--- src/sss_pkg.sv ---
// Contract
// - wrap flag sets when edge count rolls from 15 to 0
// - wrap request raised while wrap flag, wrap enable and global enable set
// - wrap flag clears only on written one; clearing releases wrap clock hold
// - wrap request also drives the idle wake output
// - stop flag sets on stop in two-wire mode; write one clears; no request
// - mismatch bit reads one when shift bit 7 differs from data pin
// - edge count sits in status bits 3:0, readable and writable anytime
// - edge count increments once per strobe or timer clock, and on both clock-pin edges for external source
// - external source with strobe bit set: each toggle write clocks the count
// - counter still clocked from the clock pin with outputs disabled
// - start enable gates start request; pending flag requests at once
// - wrap enable gates wrap request; pending flag requests at once
// - wire select in control bits 5:4 changes output behaviour and start and stop detection
// - wire select zero: pins follow port bits, clock hold and start detector off
// - three-wire: shift bit 7 overrides port bit; direction bit still rules
// - two-wire: both lines open-collector, enabled by their direction bits
// - data line pulled low when shift top bit or port bit is zero
// - clock line low when port bit zero or held after detected start
// - pull-ups on both lines disabled in two-wire modes
// - select 11: clock line also held low after wrap until flag cleared
// - start flag sets on start in two-wire; write one clears, releases hold
// - source select zero: strobe bit write clocks shift register and counter
package sss_pkg;
  localparam int DATA_W = 32;
  localparam int ADDR_W = 12;
  localparam int REG_W  = 8;
  localparam int CNT_W  = 4;

  // ************************************************************
  // register map
  // ************************************************************
  localparam logic [ADDR_W-1:0] OFF_STATUS  = 12'h000;
  localparam logic [ADDR_W-1:0] OFF_CONTROL = 12'h004;
  localparam logic [ADDR_W-1:0] OFF_SHIFT   = 12'h008;
  localparam logic [ADDR_W-1:0] OFF_PORT    = 12'h00c;

  localparam logic [REG_W-1:0] CONTROL_RESET = 8'h00;
  localparam logic [REG_W-1:0] SHIFT_RESET   = 8'h00;
  localparam logic [REG_W-1:0] PORT_RESET    = 8'h00;
  localparam logic [CNT_W-1:0] COUNT_RESET   = 4'h0;
  localparam logic [CNT_W-1:0] COUNT_MAX     = 4'hf;
  localparam logic [CNT_W-1:0] COUNT_STEP    = 4'h1;

  // ************************************************************
  // field positions
  // ************************************************************
  localparam int ST_START    = 7;
  localparam int ST_WRAP     = 6;
  localparam int ST_STOP     = 5;
  localparam int ST_MISMATCH = 4;
  localparam int ST_CNT_MSB  = 3;
  localparam int ST_CNT_LSB  = 0;

  localparam int CT_SIE    = 7;
  localparam int CT_OIE    = 6;
  localparam int CT_WM_MSB = 5;
  localparam int CT_WM_LSB = 4;
  localparam int CT_CS_MSB = 3;
  localparam int CT_CS_LSB = 2;
  localparam int CT_STROBE = 1;
  localparam int CT_TOGGLE = 0;

  localparam int PT_SDA     = 0;
  localparam int PT_SCL     = 1;
  localparam int PT_DO      = 2;
  localparam int PT_SDA_DIR = 4;
  localparam int PT_SCL_DIR = 5;
  localparam int PT_DO_DIR  = 6;
  localparam int SHIFT_MSB  = 7;

  // ************************************************************
  // modes
  // ************************************************************
  localparam logic [1:0] WM_OFF      = 2'h0;
  localparam logic [1:0] WM_THREE    = 2'h1;
  localparam logic [1:0] WM_TWO      = 2'h2;
  localparam logic [1:0] WM_TWO_HOLD = 2'h3;

  localparam logic [1:0] CS_STROBE  = 2'h0;
  localparam logic [1:0] CS_TIMER   = 2'h1;
  localparam logic [1:0] CS_EXT_POS = 2'h2;
  localparam logic [1:0] CS_EXT_NEG = 2'h3;
endpackage

--- src/sss_line_if.sv ---
interface sss_line_if;
  logic sda;
  logic scl;
  logic scl_rise;
  logic scl_fall;
  logic sda_rise;
  logic sda_fall;
  logic two_wire;
  logic start_det;
  logic stop_det;

  modport sync (output sda, scl, scl_rise, scl_fall, sda_rise, sda_fall);
  modport detect (input sda, scl, sda_rise, sda_fall, two_wire,
                  output start_det, stop_det);
  modport core (input sda, scl, scl_rise, scl_fall, start_det, stop_det,
                output two_wire);
endinterface

--- src/sss_line_sync.sv ---
module sss_line_sync (
  input  wire logic pclk,
  input  wire logic presetn,
  input  wire logic sda_in,
  input  wire logic scl_in,
  sss_line_if.sync  lines
);
  import sss_pkg::*;

  // ************************************************************
  // two-stage synchronisers, third stage for edges
  // ************************************************************
  logic [1:0] sda_meta;
  logic [1:0] scl_meta;
  logic       sda_last;
  logic       scl_last;

  always_ff @(posedge pclk or negedge presetn) begin
    if (!presetn) begin
      sda_meta <= 2'h3;
      scl_meta <= 2'h3;
      sda_last <= 1'b1;
      scl_last <= 1'b1;
    end else begin
      sda_meta <= {sda_meta[0], sda_in};
      scl_meta <= {scl_meta[0], scl_in};
      sda_last <= sda_meta[1];
      scl_last <= scl_meta[1];
    end
  end

  assign lines.sda      = sda_meta[1];
  assign lines.scl      = scl_meta[1];
  assign lines.sda_rise = sda_meta[1] & ~sda_last;
  assign lines.sda_fall = ~sda_meta[1] & sda_last;
  assign lines.scl_rise = scl_meta[1] & ~scl_last;
  assign lines.scl_fall = ~scl_meta[1] & scl_last;
endmodule

--- src/sss_cond_detect.sv ---
module sss_cond_detect (
  sss_line_if.detect lines
);
  import sss_pkg::*;

  // ************************************************************
  // start and stop seen only while clock is high in two-wire mode
  // ************************************************************
  // the sda and scl paths have equal stages, so scl is sampled in the cycle of the data edge
  assign lines.start_det = lines.two_wire & lines.scl & lines.sda_fall;
  assign lines.stop_det  = lines.two_wire & lines.scl & lines.sda_rise;
endmodule

--- src/sss_top.sv ---
// Added by the designer: the APB slave port and the placing of the registers.
module sss_top (
  input  wire logic                      pclk,
  input  wire logic                      presetn,
  input  wire logic                      psel,
  input  wire logic                      penable,
  input  wire logic                      pwrite,
  input  wire logic [sss_pkg::ADDR_W-1:0] paddr,
  input  wire logic [sss_pkg::DATA_W-1:0] pwdata,
  output logic      [sss_pkg::DATA_W-1:0] prdata,
  output logic                           pready,
  output logic                           pslverr,
  input  wire logic                      timer_match,
  input  wire logic                      global_irq_enable,
  input  wire logic                      sda_in,
  input  wire logic                      scl_in,
  output logic                           do_out,
  output logic                           do_oe_n,
  output logic                           do_pullup,
  output logic                           sda_out,
  output logic                           sda_oe_n,
  output logic                           sda_pullup,
  output logic                           scl_out,
  output logic                           scl_oe_n,
  output logic                           scl_pullup,
  output logic                           start_irq,
  output logic                           wrap_irq,
  output logic                           idle_wake
);
  import sss_pkg::*;

  // ************************************************************
  // helpers
  // ************************************************************
  function automatic logic is_two_wire(input logic [1:0] mode);
    is_two_wire = (mode == WM_TWO) | (mode == WM_TWO_HOLD);
  endfunction

  function automatic logic is_external(input logic [1:0] src);
    is_external = (src == CS_EXT_POS) | (src == CS_EXT_NEG);
  endfunction

  // ************************************************************
  // state
  // ************************************************************
  logic             start_ie;
  logic             wrap_ie;
  logic [1:0]       wire_select;
  logic [1:0]       clock_source_select;
  logic             toggle_clocks_count;
  logic             start_seen_flag;
  logic             counter_wrap_flag;
  logic             stop_seen_flag;
  logic [CNT_W-1:0] edge_count;
  logic [REG_W-1:0] shift_data;
  logic [REG_W-1:0] port_reg;
  logic             start_hold;

  sss_line_if lines ();

  sss_line_sync u_sync (
    .pclk    (pclk),
    .presetn (presetn),
    .sda_in  (sda_in),
    .scl_in  (scl_in),
    .lines   (lines)
  );

  sss_cond_detect u_detect (
    .lines (lines)
  );

  // ************************************************************
  // bus decode
  // ************************************************************
  wire             setup_phase = psel & ~penable;
  wire             access_done = psel & penable & pready;
  wire             bus_write   = access_done & pwrite;
  wire             hit_status  = paddr == OFF_STATUS;
  wire             hit_control = paddr == OFF_CONTROL;
  wire             hit_shift   = paddr == OFF_SHIFT;
  wire             hit_port    = paddr == OFF_PORT;
  wire             hit_any     = hit_status | hit_control | hit_shift | hit_port;
  wire [REG_W-1:0] wbyte       = pwdata[REG_W-1:0];
  wire             wr_status   = bus_write & hit_status;
  wire             wr_control  = bus_write & hit_control;
  wire             wr_shift    = bus_write & hit_shift;
  wire             wr_port     = bus_write & hit_port;

  // control values as they stand after this cycle's write; two_wire still uses the registered wire select
  wire [1:0] eff_source = wr_control ? wbyte[CT_CS_MSB:CT_CS_LSB] : clock_source_select;
  wire       eff_tsel   = wr_control ? wbyte[CT_STROBE] : toggle_clocks_count;
  wire       strobe_wr  = wr_control & wbyte[CT_STROBE];
  wire       toggle_wr  = wr_control & wbyte[CT_TOGGLE];
  wire       two_wire   = is_two_wire(wire_select);
  wire       ext_src    = is_external(eff_source);

  assign lines.two_wire = two_wire;

  // ************************************************************
  // clock sources
  // ************************************************************
  // inputs are never gated by wire select, so counting works with outputs off
  wire scl_edge  = lines.scl_rise | lines.scl_fall;
  wire count_inc = ((eff_source == CS_STROBE) & strobe_wr)
                 | ((eff_source == CS_TIMER) & timer_match)
                 | (ext_src & ~eff_tsel & scl_edge)
                 | (ext_src & eff_tsel & toggle_wr);
  wire shift_en  = ((eff_source == CS_STROBE) & strobe_wr)
                 | ((eff_source == CS_TIMER) & timer_match)
                 | ((eff_source == CS_EXT_POS) & lines.scl_rise)
                 | ((eff_source == CS_EXT_NEG) & lines.scl_fall);

  // ************************************************************
  // counter and flags
  // ************************************************************
  // a software load of the count beats an increment in the same cycle
  wire wrap_event = count_inc & ~wr_status & (edge_count == COUNT_MAX);
  wire [CNT_W-1:0] next_edge_count =
    wr_status ? wbyte[ST_CNT_MSB:ST_CNT_LSB] :
    count_inc ? edge_count + COUNT_STEP : edge_count;

  wire start_event = lines.start_det
                   | (~two_wire & ext_src & ~eff_tsel & scl_edge);
  wire clr_start   = wr_status & wbyte[ST_START];
  wire clr_wrap    = wr_status & wbyte[ST_WRAP];
  wire clr_stop    = wr_status & wbyte[ST_STOP];

  // set wins over clear so an event in the clearing cycle survives
  wire next_start_flag = start_event | (start_seen_flag & ~clr_start);
  wire next_wrap_flag  = wrap_event | (counter_wrap_flag & ~clr_wrap);
  wire next_stop_flag  = lines.stop_det | (stop_seen_flag & ~clr_stop);

  // hold begins at the first clock fall after the start, ends with the flag
  wire next_start_hold = next_start_flag
                       & (start_hold | (start_seen_flag & two_wire & lines.scl_fall));
  wire wrap_hold       = (wire_select == WM_TWO_HOLD) & counter_wrap_flag;

  wire [REG_W-1:0] next_shift =
    wr_shift ? wbyte :
    shift_en ? {shift_data[REG_W-2:0], lines.sda} : shift_data;

  always_ff @(posedge pclk or negedge presetn) begin
    if (!presetn) begin
      edge_count        <= COUNT_RESET;
      start_seen_flag   <= 1'b0;
      counter_wrap_flag <= 1'b0;
      stop_seen_flag    <= 1'b0;
      start_hold        <= 1'b0;
      shift_data        <= SHIFT_RESET;
    end else begin
      edge_count        <= next_edge_count;
      start_seen_flag   <= next_start_flag;
      counter_wrap_flag <= next_wrap_flag;
      stop_seen_flag    <= next_stop_flag;
      start_hold        <= next_start_hold;
      shift_data        <= next_shift;
    end
  end

  // ************************************************************
  // control and port registers
  // ************************************************************
  // the toggle bit flips the clock port bit whatever its direction
  wire [REG_W-1:0] port_toggled = port_reg ^ (REG_W'(toggle_wr) << PT_SCL);
  wire [REG_W-1:0] next_port    = wr_port ? wbyte : port_toggled;

  always_ff @(posedge pclk or negedge presetn) begin
    if (!presetn) begin
      start_ie            <= CONTROL_RESET[CT_SIE];
      wrap_ie             <= CONTROL_RESET[CT_OIE];
      wire_select         <= CONTROL_RESET[CT_WM_MSB:CT_WM_LSB];
      clock_source_select <= CONTROL_RESET[CT_CS_MSB:CT_CS_LSB];
      toggle_clocks_count <= CONTROL_RESET[CT_STROBE];
      port_reg            <= PORT_RESET;
    end else begin
      if (wr_control) begin
        start_ie            <= wbyte[CT_SIE];
        wrap_ie             <= wbyte[CT_OIE];
        wire_select         <= wbyte[CT_WM_MSB:CT_WM_LSB];
        clock_source_select <= wbyte[CT_CS_MSB:CT_CS_LSB];
        toggle_clocks_count <= wbyte[CT_STROBE];
      end
      port_reg <= next_port;
    end
  end

  // ************************************************************
  // pin drive
  // ************************************************************
  wire sda_dir = port_reg[PT_SDA_DIR];
  wire scl_dir = port_reg[PT_SCL_DIR];
  wire do_dir  = port_reg[PT_DO_DIR];
  wire top_bit = shift_data[SHIFT_MSB];

  // output latch transparency is not modelled: bit 7 reaches the pin one cycle later, through the output flop
  wire do_val     = (wire_select == WM_THREE) ? top_bit : port_reg[PT_DO];
  wire do_oe_val  = do_dir;
  wire do_pu_val  = ~do_dir & port_reg[PT_DO];

  wire sda_low    = sda_dir & (~top_bit | ~port_reg[PT_SDA]);
  wire scl_low    = scl_dir & (~port_reg[PT_SCL] | start_hold | wrap_hold);
  wire sda_val    = two_wire ? 1'b0 : port_reg[PT_SDA];
  wire scl_val    = two_wire ? 1'b0 : port_reg[PT_SCL];
  wire sda_oe_val = two_wire ? sda_low : sda_dir;
  wire scl_oe_val = two_wire ? scl_low : scl_dir;
  wire sda_pu_val = ~two_wire & ~sda_dir & port_reg[PT_SDA];
  wire scl_pu_val = ~two_wire & ~scl_dir & port_reg[PT_SCL];

  // ************************************************************
  // requests
  // ************************************************************
  // a flag left pending raises its request as soon as the enables are set
  wire start_req = start_seen_flag & start_ie & global_irq_enable;
  wire wrap_req  = counter_wrap_flag & wrap_ie & global_irq_enable;

  always_ff @(posedge pclk or negedge presetn) begin
    if (!presetn) begin
      do_out     <= 1'b0;
      do_oe_n    <= 1'b1;
      do_pullup  <= 1'b0;
      sda_out    <= 1'b0;
      sda_oe_n   <= 1'b1;
      sda_pullup <= 1'b0;
      scl_out    <= 1'b0;
      scl_oe_n   <= 1'b1;
      scl_pullup <= 1'b0;
      start_irq  <= 1'b0;
      wrap_irq   <= 1'b0;
      idle_wake  <= 1'b0;
    end else begin
      do_out     <= do_val;
      do_oe_n    <= ~do_oe_val;
      do_pullup  <= do_pu_val;
      sda_out    <= sda_val;
      sda_oe_n   <= ~sda_oe_val;
      sda_pullup <= sda_pu_val;
      scl_out    <= scl_val;
      scl_oe_n   <= ~scl_oe_val;
      scl_pullup <= scl_pu_val;
      start_irq  <= start_req;
      wrap_irq   <= wrap_req;
      idle_wake  <= wrap_req;
    end
  end

  // ************************************************************
  // read path and bus answer
  // ************************************************************
  wire mismatch = top_bit ^ lines.sda;
  wire [REG_W-1:0] status_rd  = {start_seen_flag, counter_wrap_flag, stop_seen_flag,
                                 mismatch, edge_count};
  // strobe and toggle bits always read back as zero
  wire [REG_W-1:0] control_rd = {start_ie, wrap_ie, wire_select, clock_source_select,
                                 2'h0};
  wire [REG_W-1:0] read_byte  = hit_status  ? status_rd  :
                                hit_control ? control_rd :
                                hit_shift   ? shift_data :
                                hit_port    ? port_reg   : {REG_W{1'b0}};

  // registering the answer in the setup cycle gives no wait state and keeps the read mux off the bus output path
  always_ff @(posedge pclk or negedge presetn) begin
    if (!presetn) begin
      prdata  <= {DATA_W{1'b0}};
      pready  <= 1'b0;
      pslverr <= 1'b0;
    end else if (setup_phase) begin
      prdata  <= {{(DATA_W-REG_W){1'b0}}, read_byte};
      pready  <= 1'b1;
      pslverr <= ~hit_any;
    end else begin
      pready  <= 1'b0;
      pslverr <= 1'b0;
    end
  end
endmodule

--- config.mk ---
export PLATFORM = sky130hd
export DESIGN_NAME = sss_top
export DESIGN_NICKNAME = d
export VERILOG_FILES = /design/src/sss_pkg.sv /design/src/sss_line_if.sv /design/src/sss_line_sync.sv /design/src/sss_cond_detect.sv /design/src/sss_top.sv
export SDC_FILE = /design/constraint.sdc
export NUM_CORES = 1
export LEC_CHECK = 0
export BUFFER_PORTS_ARGS = -buffer_cell sky130_fd_sc_hd__clkbuf_2
export CAP_MARGIN = 5
export CORE_MARGIN = 2
export CORE_UTILIZATION = 54
export CTS_CLUSTER_DIAMETER = 120
export DETAILED_ROUTE_END_ITERATION = 12
export PLACE_DENSITY = 0.85
export SLEW_MARGIN = 15
export SYNTH_ARGS = -nofsm -noshare
export SYNTH_HDL_FRONTEND = slang
export SYNTH_SLANG_ARGS = --single-unit
--- constraint.sdc ---
create_clock -name pclk -period 3.65 [get_ports pclk]
set_input_delay 0 -clock pclk [delete_from_list [all_inputs] [get_ports pclk]]
set_output_delay 0 -clock pclk [all_outputs]
set_load 0.01 [all_outputs]
# Yosys cells after proc, flatten, opt, wreduce, memory -nomap -nowiden
# Cells that the tools add are included.
# op_classes
bitwise_logic	92
n_mux	18
addsub	1
n_div	0
n_lt_le_gt_ge	0
n_reduce_logical	4
n_eq_ne	10
shift	0
n_mul	0
# ops
operator	n
8-bit 2-to-1 mux	7
1-bit AND	51
12-bit by 4-bit == test with 1-bit output (second input constant)	2
1-bit NOT	20
1-bit OR	19
12-bit by 3-bit == test with 1-bit output (second input constant)	1
12-bit logical NOT	1
2-bit == test (second input constant)	4
1-bit 2-to-1 mux	8
4-bit 2-to-1 mux	2
8-bit by 2-bit XOR with 8-bit output	1
4-bit by 1-bit adder with 4-bit output (second input constant)	1
2-bit by 1-bit == test with 1-bit output (second input constant)	2
4-bit == test (second input constant)	1
2-bit nonzero test	2
2-bit logical NOT	1
2-bit 2-to-1 mux	1
1-bit XOR	1
# totals
mem_count	0
rom_bits	0
mem_bits_rw	0
out_inout_bits	46
regBits	58
latch_bits	0
in_bits	53
wordCells	155

# Depth between registers and ports, before layout
# logic_depth
ltp_word	14
depth_mapped	8
depth_no_buf	8

# Hierarchy
# A second synthesis with hierarchy kept.
# unflattened
hier_cells	256
hier_area_um2	2941.6
# modules_own_cells
mod	n_inst	area_per_inst_um2	seq_area_each_um2	cells_per_inst
sss_top	1	2736.4	1305.0	244
sss_line_sync	1	192.7	157.7	10
sss_cond_detect	1	12.5	0.0	2

# Least setup slack after synthesis
# OpenSTA, ideal clock, no wires.
# synth_timing
path_type	register -> register
startpoint	register u_sync.scl_meta[1]
endpoint	register edge_count[1]
n_path_buf	0
period_less_slack_ns	1.816
stages_incl_launch_ff	9
required_ns	3.521
t_arrival_ns	1.687
setup_slack_ns	1.834
setup_ns	0.129
cell_sequence	dfstp_2 > inv_1 > ha_1 > nor2_1 > a21oi_1 > a211o_1 > nand2_1 > mux2i_1 > a21oi_1
# synth_via
elab_chain_cells	7
elab_cells_between_ends	8
classes_between	bitwise: 7; reduce/logical: 1
# synth_rtl
item	line_no	source
start: declaration	sss_line_sync.sv:14	logic [1:0] scl_meta;
start signal: assignment	sss_line_sync.sv:26	scl_meta <= {scl_meta[0], scl_in};
1-bit NOT	sss_line_sync.sv:37	assign lines.scl_fall = ~scl_meta[1] & scl_last;
1-bit AND	sss_line_sync.sv:37	
1-bit OR *	sss_top.sv:104	wire scl_edge = lines.scl_rise | lines.scl_fall;
1-bit AND *	sss_top.sv:107	| (ext_src & ~eff_tsel & scl_edge)
1-bit OR *	sss_top.sv:107	
1-bit OR *	sss_top.sv:108	| (ext_src & eff_tsel & toggle_wr);
2-bit nonzero test (no line) *	--	
end signal: assignment	sss_top.sv:152	edge_count <= next_edge_count;
end: declaration	sss_top.sv:54	logic [CNT_W-1:0] edge_count;
# Mark *: on every way between the ends. The rest lies on a longest branch, timed or not.
# A chain may end at the register's enable or synchronous reset.

# Final worst setup path
# layout_timing
startpoint	register pready
endpoint	register shift_data[4]
# layout_via
elab_chain_cells	10
elab_cells_between_ends	19
classes_between	eq/ne: 3; mux: 2; bitwise: 12; reduce/logical: 2
# layout_rtl
item	line_no	source
start: declaration	sss_top.sv:11	output logic pready,
start signal: assignment	sss_top.sv:265	pready <= 1'b0;
start signal: assignment	sss_top.sv:269	pready <= 1'b1;
start signal: assignment	sss_top.sv:272	pready <= 1'b0;
1-bit AND *	sss_top.sv:77	wire access_done = psel & penable & pready;
1-bit AND *	sss_top.sv:78	wire bus_write = access_done & pwrite;
1-bit AND	sss_top.sv:86	wire wr_control = bus_write & hit_control;
2-bit 2-to-1 mux	--	
2-bit by 1-bit == test with 1-bit output or 2-bit logical NOT (tied branches)	sss_top.sv:110, sss_top.sv:109	
1-bit AND, on equally long branches	sss_top.sv:110, sss_top.sv:109	
1-bit OR	sss_top.sv:110	| ((eff_source == CS_TIMER) & timer_match)
1-bit OR	sss_top.sv:111	| ((eff_source == CS_EXT_POS) & lines.scl_rise)
1-bit OR	sss_top.sv:112	| ((eff_source == CS_EXT_NEG) & lines.scl_fall);
2-bit nonzero test (no line)	--	
end signal: assignment	sss_top.sv:157	shift_data <= next_shift;
end: declaration	sss_top.sv:55	logic [REG_W-1:0] shift_data;
# Marked as above.

==> summary.txt <==
Run status
  – Outcome: complete, no violations

Finish
  – P&R area growth vs syn: 16.2%
  – FF/Latch Area: 1460 um2
  – Final cell count without fillers: 384
  – Final instance area: 3380 um2
  – Antenna diodes: 0
  – Footprint of the multi-input gates: 1290 um2
  – Final net count: 367
  – Proportion of layout cells with a drive suffix above 1: 0.357
  – Filler instances: 402

Synthesis
  – Mean Syn Cell Area: 11.6 um2
  – Post-synthesis register bit count: 58
  – Syn Inst Count: 251
  – Ys Warns: 0
  – Library cells used by synthesis: 44
  – Syn Std Cell Area: 2910 um2
  – Post-synth ARST share: 1.00
  – EDFF count, synth: 0
  – Most used DFF post-synth: dfrtp_1
  – Register area share after synthesis: 0.502

Global routing
  – Congestion Overflow GR: 0
  – Global-route usage over all layers: 0.214
  – Initial antenna violation count: 0
  – Number of global-route vias before repair: 2042
  – Largest net degree at the start of global routing: 35
  – First-pass GRT wire length: 9.92 mm

Pwr
  – Maximum vdd ir drop: 0.253 mV
  – Clock power frac: 0.439
  – Psw: 0.299 mW
  – Overall power: 1.32 mW
  – Sequential power share: 0.496
  – Sw Share: 0.226
  – Logic pwr share: 0.065
  – Int Power: 1.02 mW
  – Leakage: 1.71 nW
  – Power density cells: 391 nW/um2

Detailed routing
  – # DRC: 0
  – Initial drt markers: 198
  – Via count: 2085
  – Final ANT Viol Nets: 0
  – DRT Pass-1 Iters: 4
  – WL/cell: 15.8 um
  – Final wirelength: 6.05 mm
  – Via-to-Cell Ratio: 5.43

CTS
  – CTS HTree Levels: 3
  – CTS clk-pin slew, worst paths: 0.06 ns
  – PostCTS Resize Cnt: 0
  – CTS sink cnt: 58
  – Clk root buf: clkbuf_8
  – Clock latency on the worst-skew pair: 0.33 ns
  – Max clock buf depth: 2
  – CTS tree: yes
  – Total CTS buffers: 9

Setup path
  – CP Capture Point: shift_data[4]$_DFFE_PN0P_
  – CP required: 3.87 ns
  – CP Cell Sequence: and4_1 -> nand4_2 -> mux2i_1 -> o311a_1 -> nand2b_1 -> o221a_2
  – CP delay by family, top: simple AND/OR/NAND/NOR gates
  – R2R Path Start: pready$_DFF_PN0_
  – Worst Setup SP: pready$_DFF_PN0_
  – Worst-path maximum fanout: 12
  – Kind of critical path: reg -> reg
  – Critical path depth in cells: 6
  – Crit path capture type: flop
  – Slowest CP cell: nand4_2
  – Worst R2R End: shift_data[4]$_DFFE_PN0P_
  – R2R depth: 6
  – Type of origin of the critical path: flop
  – Worst Path Buf+Inv: 0
  – Reg2Reg Setup Slack: 1.42 ns
  – Critical Path AT: 2.44 ns
  – Worst path max stage delay: 0.43 ns

Timing
  – Total Neg Setup Slack: 0 ns
  – Final max-slew violation count: 0
  – FMAX: 449 MHz
  – Fin crit share: 0.610
  – Setup skew after layout: 0.00441 ns
  – RSZ-0062 raised after global routing: false
  – Worst Tran Pin Value: 0.835 ns
  – Worst slew margin: 0.443
  – Final-report hold violation count: 0
  – Final setup viols: 0
  – Final worst path period need: 2.23 ns
  – Final worst slack: 1.42 ns

Floorplanning
  – Starting Density: 0.566
  – I/O pins: 99
  – Die ar.: 6000 um2
  – Area of the core: 5140 um2
  – Site Rows: 26
  – Die Height: 77.4 um
  – Die width: 77.4 um

Hold path
  – HP Class: in -> reg
  – Startpoint of the worst hold path: pwdata[7]
  – Hold path depth: 2

Placed design
  – Area post-placement: 3110 um2
  – Hpwl dp: 4.31 mm
  – Post-Place Cells: 362
  – Pre-CTS setup slack: 1.42 ns
  – Routability congestion estimate: 0.881
  – IO Port Bufs: 50

Flow run
  – Max-Cap Viols: 0
## worst min path at each step
stage / endpoint / slack [ns]
global route: start_ie$_DFFE_PN0P_ / 0.04
floorplan: clock_source_select[0]$_DFF_PN0_ / -0.30
global placement: u_sync.sda_meta[0]$_DFF_PN1_ / 0.09
detailed placement: u_sync.sda_meta[0]$_DFF_PN1_ / 0.09
CTS: edge_count[1]$_DFFE_PN0P_ / 0.02
finish: port_reg[7]$_DFFE_PN0P_ / 0.02
## routing by layer
layer  vias to the layer above  routed length, um  global-route usage
li1                        964                  -                   -
met1                      1009               2610               0.296
met2                        96               2900               0.337
met3                        16                410              0.0349
met4                         0                131              0.0911
met5                         -                  0                   0
## timing repair
item	CTS	global route
buffers inserted	0	0
endpoints found under the hold margin	38	0
hold buffers	8	0
## power by group through the flow
| stage | logic, mW | clock network (mW) | registers, mW |
|---|---|---|---|
| after floorplan | 0.0549 | 0 | 0.667 |
| after CTS | 0.0855 | 0.587 | 0.656 |
| after global routing | 0.0954 | 0.613 | 0.657 |
| final | 0.0854 | 0.581 | 0.656 |
| after global placement | 0.0768 | 0 | 0.667 |
| after detailed placement | 0.0784 | 0 | 0.668 |
## cells in the mapped netlist, drive strengths merged (2+ instances only)
| cell type | count | share of area |
|---|---|---|
| mux2i | 5 | 0.017 |
| dfrtp | 49 | 0.42 |
| xnor2 | 3 | 0.0090 |
| o221a | 8 | 0.031 |
| o31ai | 2 | 0.0052 |
| and3 | 3 | 0.0064 |
| a211o | 2 | 0.0060 |
| xor2 | 2 | 0.0060 |
| a22oi | 2 | 0.0052 |
| inv | 4 | 0.0052 |
| nand2b | 9 | 0.019 |
| nor2b | 7 | 0.015 |
| dfstp | 9 | 0.081 |
| ha | 3 | 0.013 |
| nor4 | 3 | 0.016 |
| nand2 | 30 | 0.041 |
| o21ai | 3 | 0.0052 |
| nor3b | 2 | 0.0052 |
| buf | 30 | 0.076 |
| mux4 | 6 | 0.048 |
| nor2 | 13 | 0.017 |
| mux2 | 18 | 0.070 |
| nand4 | 4 | 0.011 |
| nand3 | 11 | 0.019 |
| clkbuf | 3 | 0.0039 |
| a21oi | 9 | 0.015 |
## cell type report
| type | count | area share |
|---|---|---|
| clock buffers | 11 | 0.0447 |
| clock inverters | 3 | 0.0118 |
| inverters | 4 | 0.00444 |
| multi-input cells | 179 | 0.381 |
| flip-flops and latches | 58 | 0.432 |
| well taps | 70 | 0.0259 |
| repair buffers | 59 | 0.0999 |
## through the flow
step	hold slack, ns	utilization
6_report	0.0201	0.658
5_1_grt	0.0368	0.658
4_1_cts	0.0158	0.658
3_5_place_dp	0.0901	0.605
3_3_place_gp	0.0875	0.605
2_1_floorplan	-0.296	-
## layout by cell type, fill, tap and decap left out, drive strengths merged, types with 9 or more instances in the layout
master	count
dfrtp	49
mux2	18
conb	24
nand3	11
nor2	13
dfstp	9
a21oi	9
clkbuf	61
nand2b	9
nand2	30
## logic make-up after synthesis
| family | Yosys count | share of synthesized area |
|---|---|---|
| adders and majority gates | 3 | 0.0129 |
| DFF | 58 | 0.502 |
| xor gates and xnor gates | 5 | 0.0150 |
| muxes | 29 | 0.135 |
| other | 1 | 0.00129 |
| AOI/OAI and AO/OA | 30 | 0.0808 |
| and+or+nand+nor | 88 | 0.168 |
| buffers and inverters | 37 | 0.0847 |
No activity file was read; power rests on OpenSTA's default activity.
